## config.mk

```make
export PLATFORM = sky130hd
export DESIGN_NAME = sfc_cal_seq
export DESIGN_NICKNAME = d
export VERILOG_FILES = /design/src/sfc_pkg.sv /design/src/sfc_tim_if.sv /design/src/sfc_cal_seq.sv /design/src/sfc_period_cnt.sv /design/src/sfc_tick_gen.sv
export SDC_FILE = /design/constraint.sdc
export NUM_CORES = 1
export LEC_CHECK = 0
export BUFFER_PORTS_ARGS = -buffer_cell sky130_fd_sc_hd__buf_4
export CAP_MARGIN = 20
export CORE_ASPECT_RATIO = 2
export CORE_MARGIN = 5
export CORE_UTILIZATION = 40
export CTS_BUF_LIST = sky130_fd_sc_hd__clkbuf_2 sky130_fd_sc_hd__clkbuf_4 sky130_fd_sc_hd__clkbuf_8
export CTS_CLUSTER_DIAMETER = 40
export DETAILED_ROUTE_END_ITERATION = 8
export PLACE_DENSITY = 0.7
export SYNTH_ARGS = -nofsm -noshare
export SYNTH_HDL_FRONTEND = slang
export SYNTH_SLANG_ARGS = --single-unit
```

## constraint.sdc

```tcl
create_clock -name pclk -period 3.4 [get_ports pclk]
set_input_delay 0.51 -clock pclk [delete_from_list [all_inputs] [get_ports pclk]]
set_output_delay 0.51 -clock pclk [all_outputs]
set_load 0.05 [all_outputs]
```

## src/sfc_pkg.sv

```systemverilog
package sfc_pkg;
	// apb register byte offsets
	localparam logic [7:0] SFC_MODE_OFS   = 8'h00;
	localparam logic [7:0] SFC_FILT_OFS   = 8'h04;
	localparam logic [7:0] SFC_STAT_OFS   = 8'h08;
	localparam logic [7:0] SFC_DATA_OFS   = 8'h0c;
	localparam logic [7:0] SFC_OFFS0_OFS  = 8'h10;
	localparam logic [7:0] SFC_OFFS1_OFS  = 8'h14;
	localparam logic [7:0] SFC_GAIN0_OFS  = 8'h18;
	localparam logic [7:0] SFC_GAIN1_OFS  = 8'h1c;
	// mode register field positions
	localparam int SFC_MD_LSB    = 0;
	localparam int SFC_RANGE_LSB = 3;
	localparam int SFC_AC_BIT    = 5;
	localparam int SFC_CHAN_BIT  = 6;
	// filter register field positions
	localparam int SFC_CHOP_BIT  = 0;
	localparam int SFC_RDIV_LSB  = 4;
	// mode-select codes
	typedef enum logic [2:0] {
		SFC_MD_IDLE   = 3'h0,
		SFC_MD_CONT   = 3'h1,
		SFC_MD_SINGLE = 3'h2,
		SFC_MD_STBY   = 3'h3,
		SFC_MD_IZS    = 3'h4,
		SFC_MD_IFS    = 3'h5,
		SFC_MD_SZS    = 3'h6,
		SFC_MD_SFS    = 3'h7
	} sfc_mode_t;
	// values after reset
	localparam logic [23:0] SFC_OFFS_RST  = 24'h800000;
	localparam logic [23:0] SFC_GAIN_RST  = 24'h400000;
	localparam logic [23:0] SFC_DATA_RST  = 24'h000000;
	localparam logic [11:0] SFC_RDIV_RST  = 12'h050;
	localparam logic        SFC_CHOP_RST  = 1'b1;
	localparam logic        SFC_RDYN_RST  = 1'b1;
	// modulator cycle is pclk/32
	localparam logic [4:0]  SFC_MOD_LAST  = 5'h1f;
	// calibration lengths in output-rate periods
	localparam logic [5:0]  SFC_SYS_CHOP  = 6'h16;
	localparam logic [5:0]  SFC_SYS_NOCH  = 6'h18;
	localparam logic [5:0]  SFC_INT_CHOP  = 6'h2c;
	localparam logic [5:0]  SFC_INT_NOCH  = 6'h30;
endpackage

```

## src/sfc_tim_if.sv

```systemverilog
`timescale 1ns/10ps
interface sfc_tim_if;
	logic        mod_tick;  // one pulse per modulator cycle
	logic        rate_tick; // one pulse per output-rate period
	logic        restart;   // realign both dividers
	logic        run;       // period counter enabled
	logic        done;      // last period elapsed
	logic [5:0]  target;    // periods to count
	logic [11:0] rate_div;  // modulator cycles per period
	modport gen (input restart, rate_div, output mod_tick, rate_tick);
	modport cnt (input rate_tick, run, target, output done);
	modport seq (output restart, run, target, rate_div,
		input mod_tick, rate_tick, done);
endinterface
```

## src/sfc_cal_seq.sv

```systemverilog
`timescale 1ns/10ps
// Summary of operation
// - mode code 111 starts system full-scale calibration
// - calibration uses the range bits' gain
// - excitation follows ac select during system cal
// - lasts 22 periods chopped, 24 unchopped
// - mode bits return to idle at end
// - ready_n high at start, low at end
// - only selected gain coefficient updates, no data
// - ready_n may rise up to one modulator cycle
// - reset loads defaults and nominal coefficients
// - chop enable chops the whole chain
// - mode code 110 runs system zero-scale cal
// - mode code 101 runs internal full-scale cal
module sfc_cal_seq
	import sfc_pkg::*;
(
	input  wire logic        pclk,
	input  wire logic        presetn,
	input  wire logic        psel,
	input  wire logic        penable,
	input  wire logic        pwrite,
	input  wire logic [7:0]  paddr,
	input  wire logic [31:0] pwdata,
	output logic      [31:0] prdata,
	output logic             pready,
	output logic             pslverr,
	input  wire logic [23:0] cal_meas_word,
	input  wire logic        conv_strobe,
	input  wire logic [23:0] conv_word,
	output logic             ready_n,
	output logic             cal_busy,
	output logic      [1:0]  pga_range,
	output logic             chan_sel,
	output logic             exc_ac,
	output logic             chop_active,
	output logic             fs_internal,
	output logic             zero_scale_cal
);
	import sfc_pkg::*;

	////////////////////////////////////////////////////////////////////////
	// state and storage
	typedef enum logic [1:0] {
		SFC_ST_IDLE = 2'b00,
		SFC_ST_ARM  = 2'b01,
		SFC_ST_RUN  = 2'b10
	} sfc_state_t;

	sfc_state_t  st_reg;         // sequencer state
	sfc_mode_t   mode_sel_reg;   // mode-select field
	logic [1:0]  range_reg;      // input range field
	logic        ac_reg;         // ac excitation select
	logic        chan_reg;       // channel select
	logic        chop_reg;       // chop enable
	logic [11:0] rdiv_reg;       // modulator cycles per period
	logic        rdy_n_reg;      // ready, active low
	logic [23:0] data_reg;       // conversion result
	logic [23:0] offs_reg [2];   // offset coefficients
	logic [23:0] gain_reg [2];   // gain coefficients
	sfc_mode_t   kind_reg;       // calibration being run
	logic [1:0]  range_lat_reg;  // frozen range
	logic        chan_lat_reg;   // frozen channel
	logic        ac_lat_reg;     // frozen ac select
	logic        chop_lat_reg;   // frozen chop setting
	logic [31:0] prdata_reg;     // read data

	sfc_tim_if tim ();

	////////////////////////////////////////////////////////////////////////
	// bus decode
	wire wr_acc   = psel && penable && pwrite;
	wire rd_setup = psel && !penable && !pwrite;
	wire a_mode   = paddr == SFC_MODE_OFS;
	wire a_filt   = paddr == SFC_FILT_OFS;
	wire a_stat   = paddr == SFC_STAT_OFS;
	wire a_data   = paddr == SFC_DATA_OFS;
	wire a_offs0  = paddr == SFC_OFFS0_OFS;
	wire a_offs1  = paddr == SFC_OFFS1_OFS;
	wire a_gain0  = paddr == SFC_GAIN0_OFS;
	wire a_gain1  = paddr == SFC_GAIN1_OFS;
	wire mapped   = a_mode || a_filt || a_stat || a_data ||
		a_offs0 || a_offs1 || a_gain0 || a_gain1;
	wire idle     = st_reg == SFC_ST_IDLE;
	wire busy     = !idle;
	wire [2:0] wr_md = pwdata[SFC_MD_LSB +: 3];

	// zero-wait slave, error on unmapped access
	assign pready  = 1'b1;
	assign pslverr = psel && penable && !mapped;
	assign prdata  = prdata_reg;

	// calibration command: any code with the top bit set
	wire mode_wr  = wr_acc && a_mode;
	wire cal_take = mode_wr && idle && wr_md[2];
	wire arm_go   = (st_reg == SFC_ST_ARM) && tim.mod_tick;
	wire cal_done = (st_reg == SFC_ST_RUN) && tim.done;
	wire conv_ok  = idle && conv_strobe &&
		(mode_sel_reg == SFC_MD_CONT || mode_sel_reg == SFC_MD_SINGLE);

	////////////////////////////////////////////////////////////////////////
	// read mux
	wire [31:0] rd_mode = {25'h0, chan_reg, ac_reg, range_reg, mode_sel_reg};
	wire [31:0] rd_filt = {16'h0, rdiv_reg, 3'h0, chop_reg};
	wire [31:0] rd_stat = {27'h0, kind_reg, busy, rdy_n_reg};
	wire [31:0] rd_word =
		a_mode  ? rd_mode :
		a_filt  ? rd_filt :
		a_stat  ? rd_stat :
		a_data  ? {8'h0, data_reg} :
		a_offs0 ? {8'h0, offs_reg[0]} :
		a_offs1 ? {8'h0, offs_reg[1]} :
		a_gain0 ? {8'h0, gain_reg[0]} :
		a_gain1 ? {8'h0, gain_reg[1]} : 32'h0;

	// capture read data in the setup cycle
	always_ff @(posedge pclk or negedge presetn) begin
		if (!presetn)
			prdata_reg <= 32'h0;
		else if (rd_setup)
			prdata_reg <= rd_word;
	end

	////////////////////////////////////////////////////////////////////////
	// timing sub-blocks
	wire [5:0] per_sys = chop_lat_reg ? SFC_SYS_CHOP : SFC_SYS_NOCH;
	wire [5:0] per_int = chop_lat_reg ? SFC_INT_CHOP : SFC_INT_NOCH;
	assign tim.target   = (kind_reg == SFC_MD_IFS) ? per_int : per_sys;
	assign tim.restart  = arm_go;
	assign tim.run      = st_reg == SFC_ST_RUN;
	assign tim.rate_div = rdiv_reg;

	sfc_tick_gen u_tick (
		.pclk    (pclk),
		.presetn (presetn),
		.tim     (tim.gen)
	);

	sfc_period_cnt u_per (
		.pclk    (pclk),
		.presetn (presetn),
		.tim     (tim.cnt)
	);

	////////////////////////////////////////////////////////////////////////
	// sequencer: idle, wait for modulator edge, run
	always_ff @(posedge pclk or negedge presetn) begin
		if (!presetn)
			st_reg <= SFC_ST_IDLE;
		else
			case (st_reg)
				SFC_ST_IDLE: if (cal_take) st_reg <= SFC_ST_ARM;
				SFC_ST_ARM:  if (arm_go) st_reg <= SFC_ST_RUN;
				SFC_ST_RUN:  if (cal_done) st_reg <= SFC_ST_IDLE;
				default:     st_reg <= SFC_ST_IDLE;
			endcase
	end

	// settings frozen at command acceptance
	always_ff @(posedge pclk or negedge presetn) begin
		if (!presetn) begin
			kind_reg      <= SFC_MD_IDLE;
			range_lat_reg <= 2'h0;
			chan_lat_reg  <= 1'b0;
			ac_lat_reg    <= 1'b0;
			chop_lat_reg  <= SFC_CHOP_RST;
		end else if (cal_take) begin
			kind_reg      <= sfc_mode_t'(wr_md);
			range_lat_reg <= pwdata[SFC_RANGE_LSB +: 2];
			chan_lat_reg  <= pwdata[SFC_CHAN_BIT];
			ac_lat_reg    <= pwdata[SFC_AC_BIT];
			chop_lat_reg  <= chop_reg;
		end
	end

	////////////////////////////////////////////////////////////////////////
	// mode and filter registers
	always_ff @(posedge pclk or negedge presetn) begin
		if (!presetn) begin
			mode_sel_reg <= SFC_MD_IDLE;
			range_reg    <= 2'h0;
			ac_reg       <= 1'b0;
			chan_reg     <= 1'b0;
		end else begin
			if (cal_done || (conv_ok && mode_sel_reg == SFC_MD_SINGLE))
				mode_sel_reg <= SFC_MD_IDLE;
			else if (mode_wr && idle)
				mode_sel_reg <= sfc_mode_t'(wr_md);
			if (mode_wr) begin
				range_reg <= pwdata[SFC_RANGE_LSB +: 2];
				ac_reg    <= pwdata[SFC_AC_BIT];
				chan_reg  <= pwdata[SFC_CHAN_BIT];
			end
		end
	end

	always_ff @(posedge pclk or negedge presetn) begin
		if (!presetn) begin
			chop_reg <= SFC_CHOP_RST;
			rdiv_reg <= SFC_RDIV_RST;
		end else if (wr_acc && a_filt) begin
			chop_reg <= pwdata[SFC_CHOP_BIT];
			rdiv_reg <= pwdata[SFC_RDIV_LSB +: 12];
		end
	end

	////////////////////////////////////////////////////////////////////////
	// ready line: high once running, low at completion
	always_ff @(posedge pclk or negedge presetn) begin
		if (!presetn)
			rdy_n_reg <= SFC_RDYN_RST;
		else if (arm_go)
			rdy_n_reg <= 1'b1;
		else if (cal_done || conv_ok)
			rdy_n_reg <= 1'b0;
		else if (mode_wr && idle && wr_md == SFC_MD_STBY)
			rdy_n_reg <= 1'b1;
	end

	// data register: conversions only, never a calibration
	always_ff @(posedge pclk or negedge presetn) begin
		if (!presetn)
			data_reg <= SFC_DATA_RST;
		else if (conv_ok)
			data_reg <= conv_word;
	end

	////////////////////////////////////////////////////////////////////////
	// coefficients: nominal at reset, result of calibration on completion
	wire upd_gain = cal_done &&
		(kind_reg == SFC_MD_SFS || kind_reg == SFC_MD_IFS);
	wire upd_offs = cal_done && kind_reg != SFC_MD_SFS;

	always_ff @(posedge pclk or negedge presetn) begin
		if (!presetn) begin
			for (int i = 0; i < 2; i++) begin
				offs_reg[i] <= SFC_OFFS_RST;
				gain_reg[i] <= SFC_GAIN_RST;
			end
		end else begin
			if (upd_gain)
				gain_reg[chan_lat_reg] <= cal_meas_word;
			else if (wr_acc && (a_gain0 || a_gain1) && idle)
				gain_reg[a_gain1] <= pwdata[23:0];
			if (upd_offs)
				offs_reg[chan_lat_reg] <= cal_meas_word;
			else if (wr_acc && (a_offs0 || a_offs1) && idle)
				offs_reg[a_offs1] <= pwdata[23:0];
		end
	end

	////////////////////////////////////////////////////////////////////////
	// front-end controls
	wire cal_sys = kind_reg == SFC_MD_SFS || kind_reg == SFC_MD_SZS;
	assign ready_n        = rdy_n_reg;
	assign cal_busy       = busy;
	assign pga_range      = busy ? range_lat_reg : range_reg;
	assign chan_sel       = busy ? chan_lat_reg : chan_reg;
	assign exc_ac         = busy ? (cal_sys && ac_lat_reg) : ac_reg;
	assign chop_active    = busy ? chop_lat_reg : chop_reg;
	assign fs_internal    = busy && kind_reg == SFC_MD_IFS;
	assign zero_scale_cal = busy &&
		(kind_reg == SFC_MD_SZS || kind_reg == SFC_MD_IZS);

	logic [5:0] h_per_reg; // periods seen in run
	always_ff @(posedge pclk or negedge presetn) begin
		if (!presetn)
			h_per_reg <= 6'h00;
		else if (st_reg != SFC_ST_RUN)
			h_per_reg <= 6'h00;
		else if (tim.rate_tick)
			h_per_reg <= h_per_reg + 6'h01;
	end
endmodule

```

## src/sfc_period_cnt.sv

```systemverilog
`timescale 1ns/10ps
module sfc_period_cnt
	import sfc_pkg::*;
(
	input wire logic pclk,
	input wire logic presetn,
	sfc_tim_if.cnt   tim
);
	logic [5:0] per_cnt_reg; // output-rate periods elapsed

	// done on the tick that closes the last period
	assign tim.done = tim.run && tim.rate_tick &&
		(per_cnt_reg == tim.target - 6'h01);

	// counts only while running, idles at zero
	always_ff @(posedge pclk or negedge presetn) begin
		if (!presetn)
			per_cnt_reg <= 6'h00;
		else if (!tim.run || tim.done)
			per_cnt_reg <= 6'h00;
		else if (tim.rate_tick)
			per_cnt_reg <= per_cnt_reg + 6'h01;
	end
endmodule

```

## src/sfc_tick_gen.sv

```systemverilog
`timescale 1ns/10ps
module sfc_tick_gen
	import sfc_pkg::*;
(
	input wire logic pclk,
	input wire logic presetn,
	sfc_tim_if.gen   tim
);
	logic [4:0]  mod_cnt_reg;   // pclk count inside a modulator cycle
	logic [11:0] rate_cnt_reg;  // modulator cycles inside a period

	// terminal counts, a divider of zero acts as one
	wire mod_wrap  = mod_cnt_reg == SFC_MOD_LAST;
	wire rate_last = (rate_cnt_reg + 12'h001) >= tim.rate_div;
	assign tim.mod_tick  = mod_wrap;
	assign tim.rate_tick = mod_wrap && rate_last;

	// free-running dividers, cleared on restart
	always_ff @(posedge pclk or negedge presetn) begin
		if (!presetn) begin
			mod_cnt_reg  <= 5'h00;
			rate_cnt_reg <= 12'h000;
		end else if (tim.restart) begin
			mod_cnt_reg  <= 5'h00;
			rate_cnt_reg <= 12'h000;
		end else begin
			mod_cnt_reg <= mod_cnt_reg + 5'h01;
			if (mod_wrap)
				rate_cnt_reg <= rate_last ? 12'h000 : rate_cnt_reg + 12'h001;
		end
	end
endmodule

```

==> results.tsv <==
metric	value	unit
status	completed	
hpwl dp	20900	um
Synth Area in Compound Gates	0.158	
first-pass GRT wire length	49000	um
Adder-Cell Fraction of Synth Area	0.0226	
worst-path fanout max	12	
Routed wire per std cell	21.4	um
worst min path class	primary input to async pin	
top-count cell post-synth	dfrtp_1	
CTS clock-pin slew for the worst setup and hold paths	100	ps
Row Count	84	
Synth top area share	0.450	
total power	4.43	mW
Clock Skew	17.7	ps
FF+latch count, synth	198	
worst slew pin tran	772	ps
pre-CTS WS	-36.1	ps
n_diodes	0	
IO Count	137	
TritonCTS clock tree	yes	
largest family of logic cells by synthesized area	simple AND/OR/NAND/NOR gates	
peak supply drop	0.214	mV
Post-Syn Area	10500	um2
Die Span Y	239	um
Seq/Total Area, Yosys	0.473	
CP Data Required Time	3770	ps
xor/xnor share of the synthesized area	0.0209	
number of port buffers	119	
First DRT Iteration DRCs	905	
crit path DAT	3660	ps
final hold violation count	0	
largest cells by area after synthesis	dfrtp_1 (45%), mux2_2 (5.6%), nand2_1 (3.3%), mux4_2 (3.2%), o221a_2 (2.6%)	
Initial Utilization	0.403	
largest net degree at the start of global routing	83	
Slew HR	0.485	
Yosys Warn Count	0	
commonest cells in the netlist	dfrtp_1 (189), nand2_1 (91), nor2_1 (67)	
fill cell count	2462	
gr usage total	0.208	
cell count after placement	1416	
post-synthesis cell type count	67	
hold-fix buffers at CTS	0	
Placer Congestion	0.854	
setup tns final	0	ps
drc violations	0	
grt ovf	0	
Post-synth EDFFs	0	
post-route ant nets	0	
Register-to-Register Path Depth	14	
initial antenna violation count	0	
DR vias	8477	
Die X	125	um
share of post-route cells with drive strength above 1	0.290	
asr flop ratio synth	1.00	
clk buf depth	2	
worst skew pair latency	490	ps
total CTS buffers	17	
final worst-path setup slack	106	ps
syn_area_per_cell	10.6	um2
Cells after Synth	986	
post-route clock period utilization	0.969	
area leader, netlist	dfrtp_1	
drt total wl	31200	um
Die Footprint	29800	um2
leading register cell type out of synthesis	dfrtp_1	
max_cap viols	0	
final net count	1214	
Synth Area in Simple Gates	0.176	
H-tree Lvls	4	
final non-filler cell total	1458	
core box area	26100	um2
leakage power	5.81	nW
vias per inst	5.81	
final core utilization	0.478	
count of pins over their slew limit	0	
Critical Path End Type	flop	
PwrDens	356	nW/um2
vias in the first global route	8711	
mux cell area share after synthesis	0.105	
drt first pass iters	5	
Final setup violation count	0	
critical path launch point type	flop	
f_max	304	MHz
critical path class	flop to flop	
Final Critical Period	3290	ps
CTS Sinks	198	
Syn-to-layout area delta	18.6	%
Root Driver	clkbuf_8	
-- report_power, final --
group	leakage [nW]	internal, mW	switching [mW]	total [mW]
Combinational	3.02	0.183	0.296	0.479
Clock	0.195	0.631	0.882	1.51
Sequential	2.59	2.41	0.0327	2.44
Total	5.81	3.22	1.21	4.43
-- cells in the final DEF, fill, tap and decap left out, types with 9 or more instances in the layout --
master,n
nor2_1,64
buf_4,151
o21ai_0,45
a211o_1,25
a22oi_1,24
nand3_1,30
conb_1,9
and2_1,28
mux2i_1,16
xnor2_1,18
nand2_1,91
mux2_2,52
mux4_2,15
dfrtp_1,189
inv_1,21
dfstp_2,9
clkbuf_8,19
nand2b_1,28
or3_1,27
o211a_1,24
a21oi_1,18
o221a_2,24
nor3b_1,26
ha_1,18
-- cell type report --
cell class / instances / area (um2) / share of cell area
timing repair buffer: 162 / 1360 / 0.109
tap: 344 / 430 / 0.0346
clock buffer: 19 / 255 / 0.0205
multi-input combinational: 700 / 5220 / 0.419
clock inverter: 13 / 138 / 0.0111
inverter: 22 / 82.6 / 0.00663
sequential: 198 / 4970 / 0.399
-- worst max-delay path, cell delays in order (launching register included) --
cell and delay (ps):
dfrtp_1 400, and3_1 200, nand3_2 130, nor4_4 300
xnor2_1 130, ha_1 320, nand2_1 70, o211ai_1 230
buf_4 160, nand3b_1 150, nor4b_4 380, buf_4 210
clkbuf_16 180, nor3b_1 50, a211o_1 270
-- cell families (layout without fill, tap and decap cells) --
logic type               count (synthesis)  count (layout)
multiplexers                            85              85
adder cells (fa/ha/maj)                 19              19
AND/OR/NAND/NOR                        348             348
AO/OA/AOI/OAI                          213             214
buffers and inverters                   96             216
XOR/XNOR                                25              25
flip-flops                             198             198
other                                    2               9
-- per-layer routing --
layer	wire length, um	share of wire	track usage	vias up
li1	-	-	-	3803
met1	13000	0.42	0.279	4230
met2	14800	0.47	0.329	400
met3	2580	0.083	0.0461	44
met4	812	0.026	0.0808	0
met5	0	0	0	-
-- through the flow --
stage	hold WS, ps	instance area [um2]
2_1_floorplan	214	10500
3_3_place_gp	447	11900
3_5_place_dp	469	11900
4_1_cts	70.6	12300
5_1_grt	101	12500
6_report	41.0	12500
-- worst paths after layout --
path                                        start                     to  slack, ps
min in group pclk                   conv_word[13]           data_reg[13]        250
min                                       presetn              st_reg[0]         40
min reg2reg                 u_tick.mod_cnt_reg[0]  u_tick.mod_cnt_reg[0]        470
max                        u_tick.rate_cnt_reg[1]           gain_reg[30]        110
max reg2reg                u_tick.rate_cnt_reg[1]           gain_reg[30]        110
max in group asynchronous                 presetn           offs_reg[23]       2450
-- what timing repair did --
item | in CTS | in global routing
pin swaps | 0 | 5
endpoints found under the setup margin | 24 | 77
hold endpoints to repair | 0 | 0
buffers inserted | 0 | 7
gates cloned | 1 | 1
resized for setup | 2 | 12
Note: power is estimated with default switching activity, not from simulation.
